<file path="config.mk">
export PLATFORM = sky130hd
export DESIGN_NAME = acr_control
export DESIGN_NICKNAME = d
export VERILOG_FILES = /design/src/rtl/acr_pkg.sv /design/src/rtl/acr_control.sv
export SDC_FILE = /design/constraint.sdc
export NUM_CORES = 1
export LEC_CHECK = 0
export ABC_AREA = 0
export BUFFER_PORTS_ARGS = -buffer_cell sky130_fd_sc_hd__buf_4
export CAP_MARGIN = 20
export CORE_AREA = 2 2 84 146
export DETAILED_ROUTE_END_ITERATION = 10
export DIE_AREA = 0 0 86 148
export GPL_ROUTABILITY_DRIVEN = 0
export PLACE_DENSITY = 0.64
export SLEW_MARGIN = 20
export SYNTH_ARGS = -nofsm -noshare
export SYNTH_HDL_FRONTEND = slang
export SYNTH_SLANG_ARGS = --single-unit
</file>
<file path="constraint.sdc">
create_clock -name pclk -period 3.5 [get_ports pclk]
set_clock_uncertainty 0.1 [all_clocks]
set_input_delay 0.7 -clock pclk [delete_from_list [all_inputs] [get_ports pclk]]
set_output_delay 0.7 -clock pclk [all_outputs]
set_load 0.01 [all_outputs]
</file>
<file path="src/rtl/acr_pkg.sv">
// acr_pkg: register map, field positions, reset values and timing counts
// for the converter control block; shared by the block and its bench.
package acr_pkg;
   // register offsets (byte addresses, one aligned 32-bit word each)
   localparam logic [7:0] OFF_RESULT_LOW = 8'h00;
   localparam logic [7:0] OFF_RESULT_HIGH = 8'h04;
   localparam logic [7:0] OFF_START_CHAN = 8'h08;
   localparam logic [7:0] OFF_REF_CLOCK = 8'h0c;
   localparam logic [7:0] OFF_PIN_EN_LOW = 8'h10;
   localparam logic [7:0] OFF_PIN_EN_HIGH = 8'h14;
   // start/channel control field positions
   localparam int START_BIT = 7;
   localparam int BUSY_BIT = 6;
   localparam int POWER_DOWN_BIT = 5;
   localparam int ALIGN_BIT = 4;
   // reference/clock control field positions
   localparam int BG_SELECT_BIT = 7;
   localparam int BG_ENABLE_BIT = 6;
   localparam int REF_SELECT_BIT = 4;
   // reset values
   localparam logic [7:0] START_CHAN_RESET = 8'h60;
   localparam logic [7:0] REF_CLOCK_RESET = 8'h00;
   localparam logic [7:0] REF_CLOCK_MASK = 8'hd7;
   localparam logic [9:0] PIN_EN_RESET = 10'h000;
   // channel routing
   localparam logic [3:0] LAST_DIRECT_CHAN = 4'h8;
   localparam logic [3:0] TOP_CHAN = 4'h9;
   // conversion length in converter clock ticks
   localparam logic [4:0] CONV_TICKS = 5'h10;
   localparam logic [2:0] DIV_UNDEFINED = 3'h7;
   // routing and pin control carried as one bundle
   typedef struct packed {
      logic bandgap_route;
      logic [3:0] channel;
      logic ext_ref;
      logic bandgap_on;
      logic powered;
      logic [9:0] analog_pin_enables;
   } acr_route_t;
endpackage

</file>
<file path="src/rtl/acr_control.sv">
// acr_control: register file and sequencing for a 12-bit converter.
// assumes an APB master on pclk and a converter core whose sample is
// already stable on sample_data when a conversion ends.
// low_voltage_monitor and sample_data come from logic on pclk, so no
// synchroniser sits in front of them; clk_en low freezes every register.
`timescale 1ns/100ps
`default_nettype none
module acr_control (
   // clock, reset, enable
   input wire logic pclk,
   input wire logic presetn,
   input wire logic clk_en,
   // apb slave
   input wire logic psel,
   input wire logic penable,
   input wire logic pwrite,
   input wire logic [7:0] paddr,
   input wire logic [31:0] pwdata,
   output logic [31:0] prdata,
   output logic pready,
   output logic pslverr,
   // converter core side
   input wire logic [11:0] sample_data,
   input wire logic low_voltage_monitor,
   output acr_pkg::acr_route_t route,
   output logic converter_reset,
   output logic conv_tick,
   output logic conv_done,
   // pin side
   output logic [9:0] pullup_disable,
   output logic ref_pin_shared_disable
);
   // register state
   logic [7:0] start_chan_reg; // start, power, align, channel (busy kept apart)
   logic [7:0] ref_clock_reg; // bandgap select/enable, reference, divider
   logic [9:0] pin_en_reg; // analog pin enables
   logic busy_reg; // conversion busy flag
   logic [11:0] result_reg; // last completed conversion
   logic converting_reg; // conversion counter running
   logic [4:0] tick_cnt_reg; // converter ticks in this conversion
   logic [5:0] div_cnt_reg; // system clocks toward next tick
   logic done_reg; // one-cycle completion pulse
   logic [5:0] div_limit; // divide ratio minus one
   logic wr_en; // apb write in access phase
   logic start_fall; // start written from high to low
   logic start_rise; // start written from low to high
   logic start_wr; // write to the start/channel register

   // divider ratio decode, reused by the divider counter and the tick output
   function automatic logic [5:0] div_ratio_m1(input logic [2:0] code);
      // undefined code treated as slowest ratio to stay safe
      if (code == acr_pkg::DIV_UNDEFINED)
         div_ratio_m1 = 6'h3f;
      else
         div_ratio_m1 = 6'((7'h01 << code) - 7'h01);
   endfunction

   // channel decode for the mux
   // codes nine to fifteen fold onto the top input
   function automatic logic [3:0] chan_map(input logic [3:0] code);
      if (code > acr_pkg::LAST_DIRECT_CHAN)
         chan_map = acr_pkg::TOP_CHAN;
      else
         chan_map = code;
   endfunction

   // bus decode; writes and the read capture both wait for clk_en
   assign pready = 1'b1; // zero wait states
   assign wr_en = psel && penable && pwrite && clk_en;
   assign start_wr = wr_en && (paddr == acr_pkg::OFF_START_CHAN);
   assign start_rise = start_wr && pwdata[acr_pkg::START_BIT]
      && !start_chan_reg[acr_pkg::START_BIT];
   assign start_fall = start_wr && !pwdata[acr_pkg::START_BIT]
      && start_chan_reg[acr_pkg::START_BIT];
   assign div_limit = div_ratio_m1(ref_clock_reg[2:0]);

   // unmapped address answers with an error
   // decoded from the bus alone, so the error answer needs no clk_en
   always_comb
   begin
      pslverr = 1'b0;
      if (psel && penable)
      begin
         if (paddr == acr_pkg::OFF_RESULT_LOW) pslverr = 1'b0;
         else if (paddr == acr_pkg::OFF_RESULT_HIGH) pslverr = 1'b0;
         else if (paddr == acr_pkg::OFF_START_CHAN) pslverr = 1'b0;
         else if (paddr == acr_pkg::OFF_REF_CLOCK) pslverr = 1'b0;
         else if (paddr == acr_pkg::OFF_PIN_EN_LOW) pslverr = 1'b0;
         else if (paddr == acr_pkg::OFF_PIN_EN_HIGH) pslverr = 1'b0;
         else pslverr = 1'b1;
      end
   end

   // start/channel control; busy bit is not stored here so writes miss it
   // the busy position is written as zero and read back from busy_reg
   always_ff @(posedge pclk or negedge presetn)
   begin
      if (!presetn)
         start_chan_reg <= acr_pkg::START_CHAN_RESET;
      else if (start_wr)
         start_chan_reg <= {pwdata[7], 1'b0, pwdata[5:0]};
   end

   // reference/clock control, holes masked to zero
   // bits five and three have no storage; the mask keeps them zero
   always_ff @(posedge pclk or negedge presetn)
   begin
      if (!presetn)
         ref_clock_reg <= acr_pkg::REF_CLOCK_RESET;
      else if (wr_en && paddr == acr_pkg::OFF_REF_CLOCK)
         ref_clock_reg <= pwdata[7:0] & acr_pkg::REF_CLOCK_MASK;
   end

   // analog pin enables
   // the high register holds only two enables; its upper bits drop
   always_ff @(posedge pclk or negedge presetn)
   begin
      if (!presetn)
         pin_en_reg <= acr_pkg::PIN_EN_RESET;
      else if (wr_en && paddr == acr_pkg::OFF_PIN_EN_LOW)
         pin_en_reg[7:0] <= pwdata[7:0];
      else if (wr_en && paddr == acr_pkg::OFF_PIN_EN_HIGH)
         pin_en_reg[9:8] <= pwdata[1:0];
   end

   // converter clock divider; held cleared while converter idle
   // restarting with each launch puts the first tick one full converter
   // period after start falls, whatever the counter held before
   always_ff @(posedge pclk or negedge presetn)
   begin
      if (!presetn)
         div_cnt_reg <= 6'h00;
      else if (clk_en)
      begin
         if (!converting_reg || div_cnt_reg >= div_limit)
            div_cnt_reg <= 6'h00;
         else
            div_cnt_reg <= div_cnt_reg + 6'h01;
      end
   end

   // >= rather than == so a divider rewrite mid-conversion cannot overrun
   assign conv_tick = converting_reg && (div_cnt_reg >= div_limit);

   // conversion sequencer: start fall launches, start high holds reset
   // the launch looks at the stored power-down bit, not the one written
   // with the falling start, so software powers up before it starts;
   // a run lasts CONV_TICKS converter clocks and then stops by itself
   always_ff @(posedge pclk or negedge presetn)
   begin
      if (!presetn)
      begin
         converting_reg <= 1'b0;
         tick_cnt_reg <= 5'h00;
      end
      else if (clk_en)
      begin
         if (start_chan_reg[acr_pkg::START_BIT] && !start_fall)
         begin
            converting_reg <= 1'b0;
            tick_cnt_reg <= 5'h00;
         end
         else if (start_fall && !start_chan_reg[acr_pkg::POWER_DOWN_BIT])
         begin
            converting_reg <= 1'b1;
            tick_cnt_reg <= 5'h00;
         end
         else if (conv_tick)
         begin
            // a converter powered off before start falls never launches; busy stays high
            if (tick_cnt_reg == acr_pkg::CONV_TICKS - 5'h01)
               converting_reg <= 1'b0;
            tick_cnt_reg <= tick_cnt_reg + 5'h01;
         end
      end
   end

   // completion pulse toward the interrupt controller
   // busy falls on the same edge, so polling and the request agree
   always_ff @(posedge pclk or negedge presetn)
   begin
      if (!presetn)
         done_reg <= 1'b0;
      else if (clk_en)
         done_reg <= conv_tick && tick_cnt_reg == acr_pkg::CONV_TICKS - 5'h01;
   end

   assign conv_done = done_reg;

   // busy flag: set by start rise, cleared at completion
   // set wins, so a start landing on the completion edge keeps busy high
   // rather than letting software see a finish for the aborted run
   always_ff @(posedge pclk or negedge presetn)
   begin
      if (!presetn)
         busy_reg <= 1'b1;
      else if (clk_en)
      begin
         if (start_rise || start_chan_reg[acr_pkg::START_BIT])
            busy_reg <= 1'b1;
         else if (conv_tick && tick_cnt_reg == acr_pkg::CONV_TICKS - 5'h01)
            busy_reg <= 1'b0;
      end
   end

   // result latched whole at completion
   // a run cut short by a new start never gets here, so the last good
   // result stays readable until the next conversion ends
   always_ff @(posedge pclk or negedge presetn)
   begin
      if (!presetn)
         result_reg <= 12'h000;
      else if (clk_en && conv_tick && tick_cnt_reg == acr_pkg::CONV_TICKS - 5'h01)
         result_reg <= sample_data;
   end

   // converter held in reset while start high; power-down goes via route
   assign converter_reset = start_chan_reg[acr_pkg::START_BIT];

   // routing outputs to the analog side
   // purely combinational so the analog mux follows a write at once
   always_comb
   begin
      route.bandgap_route = ref_clock_reg[acr_pkg::BG_SELECT_BIT];
      route.channel = chan_map(start_chan_reg[3:0]);
      route.ext_ref = ref_clock_reg[acr_pkg::REF_SELECT_BIT];
      route.bandgap_on = ref_clock_reg[acr_pkg::BG_ENABLE_BIT]
         || low_voltage_monitor;
      route.powered = !start_chan_reg[acr_pkg::POWER_DOWN_BIT];
      route.analog_pin_enables = pin_en_reg;
   end

   // pin side follows the enables with no extra delay
   assign pullup_disable = pin_en_reg;
   assign ref_pin_shared_disable = ref_clock_reg[acr_pkg::REF_SELECT_BIT];

   // read mux, registered for stable data
   // captured at the setup edge so the access phase needs no wait state;
   // prdata then stands unchanged until the next read setup
   always_ff @(posedge pclk or negedge presetn)
   begin
      if (!presetn)
         prdata <= 32'h0000_0000;
      else if (clk_en && psel && !penable && !pwrite)
      begin
         if (paddr == acr_pkg::OFF_RESULT_LOW)
            prdata <= start_chan_reg[acr_pkg::ALIGN_BIT] ? {24'h0, result_reg[7:0]}
               : {24'h0, result_reg[3:0], 4'h0};
         else if (paddr == acr_pkg::OFF_RESULT_HIGH)
            prdata <= start_chan_reg[acr_pkg::ALIGN_BIT] ? {28'h0, result_reg[11:8]}
               : {24'h0, result_reg[11:4]};
         else if (paddr == acr_pkg::OFF_START_CHAN)
            prdata <= {24'h0, start_chan_reg[7], busy_reg, start_chan_reg[5:0]};
         else if (paddr == acr_pkg::OFF_REF_CLOCK)
            prdata <= {24'h0, ref_clock_reg};
         else if (paddr == acr_pkg::OFF_PIN_EN_LOW)
            prdata <= {24'h0, pin_en_reg[7:0]};
         else if (paddr == acr_pkg::OFF_PIN_EN_HIGH)
            prdata <= {30'h0, pin_en_reg[9:8]};
         else
            prdata <= 32'h0000_0000;
      end
   end

   // checks
   // all of them rest while reset is low; $past and $stable then start
   // from reset values at the first edge after release
   chk_busy_on_start: assert property (@(posedge pclk) disable iff (!presetn)
      (clk_en && start_rise) |=> busy_reg)
      else $error("busy not set after start rise");
   chk_conv_launch: assert property (@(posedge pclk) disable iff (!presetn)
      (clk_en && start_fall && !start_chan_reg[acr_pkg::POWER_DOWN_BIT]) |=> converting_reg)
      else $error("conversion not launched on start fall");
   chk_done_clears: assert property (@(posedge pclk) disable iff (!presetn)
      (done_reg && !start_chan_reg[acr_pkg::START_BIT]) |-> !busy_reg && !converting_reg)
      else $error("busy still high at completion");
   chk_result_stable: assert property (@(posedge pclk) disable iff (!presetn)
      (converting_reg && !done_reg) |=> ($stable(result_reg) || done_reg))
      else $error("result changed mid conversion");
   chk_held_reset: assert property (@(posedge pclk) disable iff (!presetn)
      (start_chan_reg[acr_pkg::START_BIT] && clk_en && !start_fall) |=> !converting_reg)
      else $error("converter ran while start high");
   chk_chan_top: assert property (@(posedge pclk) disable iff (!presetn)
      start_chan_reg[3:0] > acr_pkg::LAST_DIRECT_CHAN |-> route.channel == acr_pkg::TOP_CHAN)
      else $error("high code did not select top channel");
   chk_ref_holes: assert property (@(posedge pclk) disable iff (!presetn)
      ref_clock_reg[5] == 1'b0 && ref_clock_reg[3] == 1'b0)
      else $error("unimplemented bits set");
   chk_bandgap_off: assert property (@(posedge pclk) disable iff (!presetn)
      (!ref_clock_reg[acr_pkg::BG_ENABLE_BIT] && !low_voltage_monitor) |-> !route.bandgap_on)
      else $error("bandgap left on");

   // sequencing and read path checks
   // completion pulse lasts one cycle unless the clock enable holds it
   chk_done_pulse: assert property (@(posedge pclk) disable iff (!presetn)
      (done_reg && clk_en) |=> !done_reg)
      else $error("completion pulse longer than one cycle");
   // a running conversion always shows busy
   chk_busy_in_conv: assert property (@(posedge pclk) disable iff (!presetn)
      converting_reg |-> busy_reg)
      else $error("busy low while converting");
   // start left high keeps busy set and the core in reset
   chk_start_busy: assert property (@(posedge pclk) disable iff (!presetn)
      start_chan_reg[acr_pkg::START_BIT] |-> busy_reg && converter_reset)
      else $error("start high without busy or core reset");
   // a powered-down converter ignores the start sequence
   chk_pd_no_launch: assert property (@(posedge pclk) disable iff (!presetn)
      (clk_en && start_fall && start_chan_reg[acr_pkg::POWER_DOWN_BIT]) |=> !converting_reg)
      else $error("conversion launched while powered down");
   // read data holes of the result low byte in the left-aligned layout
   chk_unused_zero: assert property (@(posedge pclk) disable iff (!presetn)
      (psel && penable && !pwrite && $past(clk_en) && paddr == acr_pkg::OFF_RESULT_LOW
         && !start_chan_reg[acr_pkg::ALIGN_BIT])
         |-> (prdata[31:8] == 24'h0 && prdata[3:0] == 4'h0))
      else $error("unused result bits not zero");

   // cover points for the main scenarios
   cov_conv_done: cover property (@(posedge pclk) done_reg);
   cov_start_rise: cover property (@(posedge pclk) start_rise);
   cov_align_read: cover property (@(posedge pclk) start_chan_reg[acr_pkg::ALIGN_BIT] && done_reg);
   cov_bandgap_conv: cover property (@(posedge pclk) route.bandgap_route && done_reg);
   cov_slow_divider: cover property (@(posedge pclk) ref_clock_reg[2:0] == 3'h6 && done_reg);
endmodule // acr_control
`default_nettype wire

</file>
---- Word level (Yosys, flattened, before mapping) ----
Index checks and enable logic that the tools add are counted.
storage, ports and cells
  input port bits ......................... 59
  output and inout port bits .............. 66
  word-level logic and storage cells ...... 90
  flip-flop bits (word level) ............. 82
cells by class
  add/subtract/negate cells ............... 3
  bitwise operators ....................... 1
  shift-type cells ........................ 1
  equal/unequal tests ..................... 7
  muxes and demuxes ....................... 27
  order comparisons ....................... 2
  reduce and logical (&&, ||, !) cells .... 38
operators with widths
  cell                                                   count
  two-way mux 8 bit                                      7
  logical AND 1 bit                                      20
  == test 8 x 4 -> 1 bit (second input constant)         2
  == test 8 x 5 -> 1 bit (second input constant)         2
  two-way mux 5 bit                                      3
  two-way mux 1 bit                                      13
  two-way mux 6 bit                                      2
  == test 8 x 3 -> 1 bit (second input constant)         1
  zero test 8 bit                                        1
  zero test 1 bit                                        7
  adder 6 x 1 -> 6 bit (second input constant)           1
  >= comparator 6 bit                                    1
  AND reduction 2 bit                                    3
  nonzero test 3 bit                                     2
  left shift 1 x 3 -> 6 bit (first input constant)       1
  subtractor 6 x 1 -> 6 bit (second input constant)      1
  adder 5 x 1 -> 5 bit (second input constant)           1
  == test 5 x 4 -> 1 bit (second input constant)         1
  greater-than comparator 4 bit (second input constant)  1
  two-way mux 4 bit                                      1
  == test 3 bit (second input constant)                  1
  logical OR 1 bit                                       3
  AND reduction 3 bit                                    1
  two-way mux 2 bit                                      1
  other kinds (2)                                        2

---- Longest topological paths before layout ----
  depth after elaboration ................. 10
  mapped depth ............................ 8
  gate-level depth less buffers ........... 7

---- Worst setup path before layout ----
OpenSTA, ideal clock, no wires.
  path type ............................... reg2reg
  from .................................... register ref_clock_reg[2]
  to ...................................... register result_reg[10]
  period minus slack after synthesis ...... 2.554 ns
  slack ................................... 0.946 ns
  setup time .............................. 0.125 ns
  cell stages (with the launch flop) ...... 9
  arrival ................................. 2.329 ns
  cells stage by stage .................... dfrtp_1 or3_1 ha_1 nand2b_1 a21oi_1 o221a_2 nor2_1 buf_2 mux2_2
on the way
  cells in the longest elaborated chain, start to end .. 7
  elaborated cells between the ends (all ways) .. 8
  those cells by class .................... add/sub: 1; order compare: 1; eq/ne: 1; shift: 1; mux: 1; reduce/logical: 3
RTL lines
  item                                 RTL line            source
  start: declaration                   acr_control.sv:35   logic [7:0] ref_clock_reg;
  start signal: assignment             acr_control.sv:109  ref_clock_reg <= acr_pkg::REF_CLOCK_RESET;
  start signal: assignment             acr_control.sv:111  ref_clock_reg <= pwdata[7:0] & acr_pkg::REF_CLOCK_MASK;
  left shift 1 x 3 -> 6 bit            acr_control.sv:55   div_ratio_m1 = 6'((7'h01 << code) - 7'h01);
  subtractor 6 x 1 -> 6 bit            acr_control.sv:55
  two-way mux 6 bit (*)                acr_control.sv:52   if (code == acr_pkg::DIV_UNDEFINED)
  >= comparator 6 bit (*)              acr_control.sv:143  assign conv_tick = converting_reg && (div_cnt_reg >= div_limit);
  logical AND 1 bit (*)                acr_control.sv:143
  logical AND 1 bit (*) (2 in series)  acr_control.sv:213  else if (clk_en && conv_tick && tick_cnt_reg == acr_pkg::CONV_TICKS - 5'h01)
  end signal: assignment               acr_control.sv:214  result_reg <= sample_data;
  end: declaration                     acr_control.sv:38   logic [11:0] result_reg;
Mark *: on every way between the ends. The rest lies on a longest branch, timed or not.
A chain may end at the register's enable or synchronous reset.

---- Worst setup path after layout ----
  from .................................... register ref_clock_reg[2]
  to ...................................... output port conv_tick
on the way
  cells in the longest elaborated chain, start to end .. 5
  elaborated cells between the ends (all ways) .. 6
  those cells by class .................... add/sub: 1; order compare: 1; eq/ne: 1; shift: 1; mux: 1; reduce/logical: 1
RTL lines
  item                       RTL line            source
  left shift 1 x 3 -> 6 bit  acr_control.sv:55
  subtractor 6 x 1 -> 6 bit  acr_control.sv:55
  two-way mux 6 bit (*)      acr_control.sv:52
  >= comparator 6 bit (*)    acr_control.sv:143
  logical AND 1 bit (*)      acr_control.sv:143
  end: declaration           acr_control.sv:27   output logic conv_tick,
Marks and branches as above.

==> impl_results.md <==
- Result of the run: completed
- Fraction of power spent switching nets: between 20 and 25%
- WP buf/inv: 1
- Synthesis Warnings: 0
- Net count of the finished layout: 468
- Synthesized instance count: 342
- Total leakage power: roughly 2.1 nW
- Final wirelength: ~8.5 mm
- Master cell of the clock root buffer: sky130_fd_sc_hd__clkbuf_16
- Area of the placeable core: 0.0115 sq mm
- Kind of critical path: reg2out
- End of the worst register-to-register path: result_reg[1]
- Detailed placer's ending HPWL: around 6.6 mm
- H-tree depth: 3
- Number of flip-flops in the largest register: 12
- P_int: between 1 and 1.5 mW
- Power after layout: around 1.6 mW
- Post-synthesis register bit count: 57
- I/O Pins: 125
- Number of cells in the design after placement: 524
- Unrepaired setup endpoints after global routing: false
- Minimum period implied by the final worst setup slack: approximately 3.1 ns
- Antenna violation net count after detailed routing: 0
- CP Launch Type: flop
- Global routing usage summed across all routing layers: ~14%
- Total vias in the final route: roughly 2.7k
- Category of cells accounting for the largest share of critical-path delay: simple AND/OR/NAND/NOR gates
- Clock Sinks: 57
- Total overflow reported by the global router: 0
- Logic depth of the worst path, buffers included: 7
- Number of vias per cell: just under 5
- Share of the core filled with cells in the final layout: between 30% and 40%
- Max-capacitance violation count: 0
- Min Hold Slack: 0.327 ns
- Maximum number of pins on one net before global-route repair: 58
- Critical Path Source: ref_clock_reg[2]
- Count of unresolved DRC violations after routing: 0
- Leading post-synthesis cells by cell area: sky130_fd_sc_hd__dfrtp_1, sky130_fd_sc_hd__mux2_2, sky130_fd_sc_hd__buf_4
- Crit end category: output port
- Die area: 0.0127 sq mm
- Cell Chain, Critical Path: or3_1 -> ha_1 -> nand2b_1 -> a21oi_1 -> o221a_2 -> nor2b_1 -> buf_4
- Chip Height: between 100 and 150 um
- Worst Path Max Fanout: 9
- Vias in the first global route: approximately 2.7k
- Critical path's slowest cell: sky130_fd_sc_hd__dfrtp_1
- Worst stage delay on the critical path: between 0.4 and 0.5 ns
- CTS Buf Count: 9
- Most frequent cells after synthesis: sky130_fd_sc_hd__dfrtp_1, sky130_fd_sc_hd__mux2_2, sky130_fd_sc_hd__buf_4
- Final hold violation count: 0
- Cell with the most instances after synthesis: sky130_fd_sc_hd__dfrtp_1
- Gate power share: roughly 7.3%
- Diode count: 0
- Wire per inst: 15.9 um
- Share of final-layout standard cells stronger than drive strength 1: between 30% and 40%
- Sw power: between 0.3 and 0.4 mW
- Setup-violating endpoint count in the final report: 0
- Relative contribution of the clock network to total power: 50.4%
- Buffers from clock root to sink, at most: 2
- EDFF count, synth: 0
- Count of unique library cells instantiated by Yosys: 44
- Clock Pin Slew Worst Setup and Hold Paths: 0.05 ns
- Mapped cell area: 0.00341 sq mm
- Buffers added on ports: 75
- Start of the worst register-to-register path: ref_clock_reg[2]
- Horizontal extent of the die: around 86 um
- Fraction of synthesized cell area taken by the top area cell type: 40.4%
- Initial standard-cell utilization of the core: between 20 and 30%
- Antenna violations before repair: 0
- CP endpoint: conv_tick
- Area growth from synthesis to final layout: 22.3%
- Resized Gates After CTS: 0
- Pre-antenna DRT Iters: 4
- Insertion delay of the later-clocked pin in the worst-skew pair: 0.33 ns
- Average instance area after synthesis: between 9 and 10 sq um
- Slack of the worst reg-to-reg path: just under 0.9 ns
- Number of buffers inserted for hold repair after clock tree synthesis: 0
- Crit path required time: 2.70 ns
- Number of rows created at floorplan: 52
- Wire length of the first global-routing pass: approximately 14 mm
- Fmax: approximately 330 MHz
- Data arrival, critical path: roughly 2.3 ns
- Worst-case reg-to-reg path depth: 8
- Relative slew slack: roughly half
- TritonCTS clock tree: built
- Fraction of registers with async set/reset: 100%
- Max Slew Vio Count: 0
- Post-route non-filler standard cell count: ~540
- First-iteration detailed-routing DRC count: 179
- Setup tns final: 0 ns
- Fraction of power consumed by sequential logic: a little over two fifths
- Final period util: 87.8%
- Predominant post-synthesis flop cell: sky130_fd_sc_hd__dfrtp_1
- Library cell with the largest summed area after synthesis: sky130_fd_sc_hd__dfrtp_1
- Power per cell area: between 300 and 400 mW/mm^2
- Peak VDD IR: 0.000238 V
- Setup bufs post-CTS: 0
- Seq/Total Area, Yosys: a little over two fifths
- Worst hold-check path type: in2async
- Transition time at the pin with the least slew margin: between 0.7 and 0.8 ns
==> layout by cell type, fill, tap and decap left out, types with 2 or more instances in the layout <==
master	count
sky130_fd_sc_hd__nand4_1	3
sky130_fd_sc_hd__nor2_1	18
sky130_fd_sc_hd__clkbuf_16	9
sky130_fd_sc_hd__a32oi_1	2
sky130_fd_sc_hd__nand3b_1	2
sky130_fd_sc_hd__clkbuf_1	3
sky130_fd_sc_hd__o211ai_1	5
sky130_fd_sc_hd__a22oi_1	2
sky130_fd_sc_hd__nand2_1	34
sky130_fd_sc_hd__and3_1	3
sky130_fd_sc_hd__buf_4	76
sky130_fd_sc_hd__clkbuf_8	3
sky130_fd_sc_hd__a21oi_1	21
sky130_fd_sc_hd__dfrtp_1	55
sky130_fd_sc_hd__a31oi_1	4
sky130_fd_sc_hd__mux2i_1	8
sky130_fd_sc_hd__nand3_1	6
sky130_fd_sc_hd__o2bb2ai_1	3
sky130_fd_sc_hd__nor2b_1	10
sky130_fd_sc_hd__nand2b_1	8
sky130_fd_sc_hd__a221oi_1	2
sky130_fd_sc_hd__dfstp_2	2
sky130_fd_sc_hd__conb_1	25
sky130_fd_sc_hd__ha_1	9
sky130_fd_sc_hd__inv_1	7
sky130_fd_sc_hd__o21ai_0	26
sky130_fd_sc_hd__and4b_1	2
sky130_fd_sc_hd__mux2_2	40
==> final cells by class <==
type | instances | area (sq um)
clock buffers | 15 | 278
fillers | 1142 | 7350
inverters | 7 | 26.3
multi-input cells | 249 | 1690
flip-flops and latches | 57 | 1430
well taps | 135 | 169
repair buffers | 76 | 571
==> worst min-delay path by stage <==
stage / from / to / slack (ns) / cells past startpoint
2_1_floorplan: presetn / conv_done / 0.30 / 0
3_3_place_gp: prdata[6] / prdata[6] / 0.37 / 2
3_5_place_dp: prdata[6] / prdata[6] / 0.37 / 2
4_1_cts: presetn / div_cnt_reg[1] / 0.36 / 1
5_1_grt: presetn / prdata[4] / 0.40 / 1
6_report: presetn / prdata[4] / 0.33 / 1
==> layer usage <==
metal  share of wire, %  track usage (%)
met2                 57             25.9
met4                3.7             7.70
met5                  0                0
met3                3.5             2.12
met1                 36             14.9
==> kinds of logic after synthesis <==
kind of cell / synth area share [%]
adders and majority gates: 3.31
xor gates and xnor gates: 0.514
muxes: 15.6
and+or+nand+nor: 14.8
AOI/OAI and AO/OA: 12.8
other: 0.220
buffers and inverters: 10.9
DFF: 41.9
==> power by group through the flow <==
| stage | logic [mW] | clock network, mW | registers (mW) |
|---|---|---|---|
| floorplan | 0.0763 | 0 | 0.679 |
| global placement | 0.115 | 0 | 0.680 |
| detailed placement | 0.118 | 0 | 0.680 |
| CTS | 0.118 | 0.819 | 0.670 |
| global route | 0.130 | 0.849 | 0.670 |
| finish | 0.116 | 0.799 | 0.670 |
==> stage by stage <==
step / cell area [sq um] / setup WS [ns]
after CTS: 4170 / 0.401
after global placement: 3890 / 0.781
final: 4170 / 0.427
after global routing: 4170 / 0.281
after floorplan: 3490 / 0.946
after detailed placement: 3890 / 0.751
(Power assumes the default switching activity.)
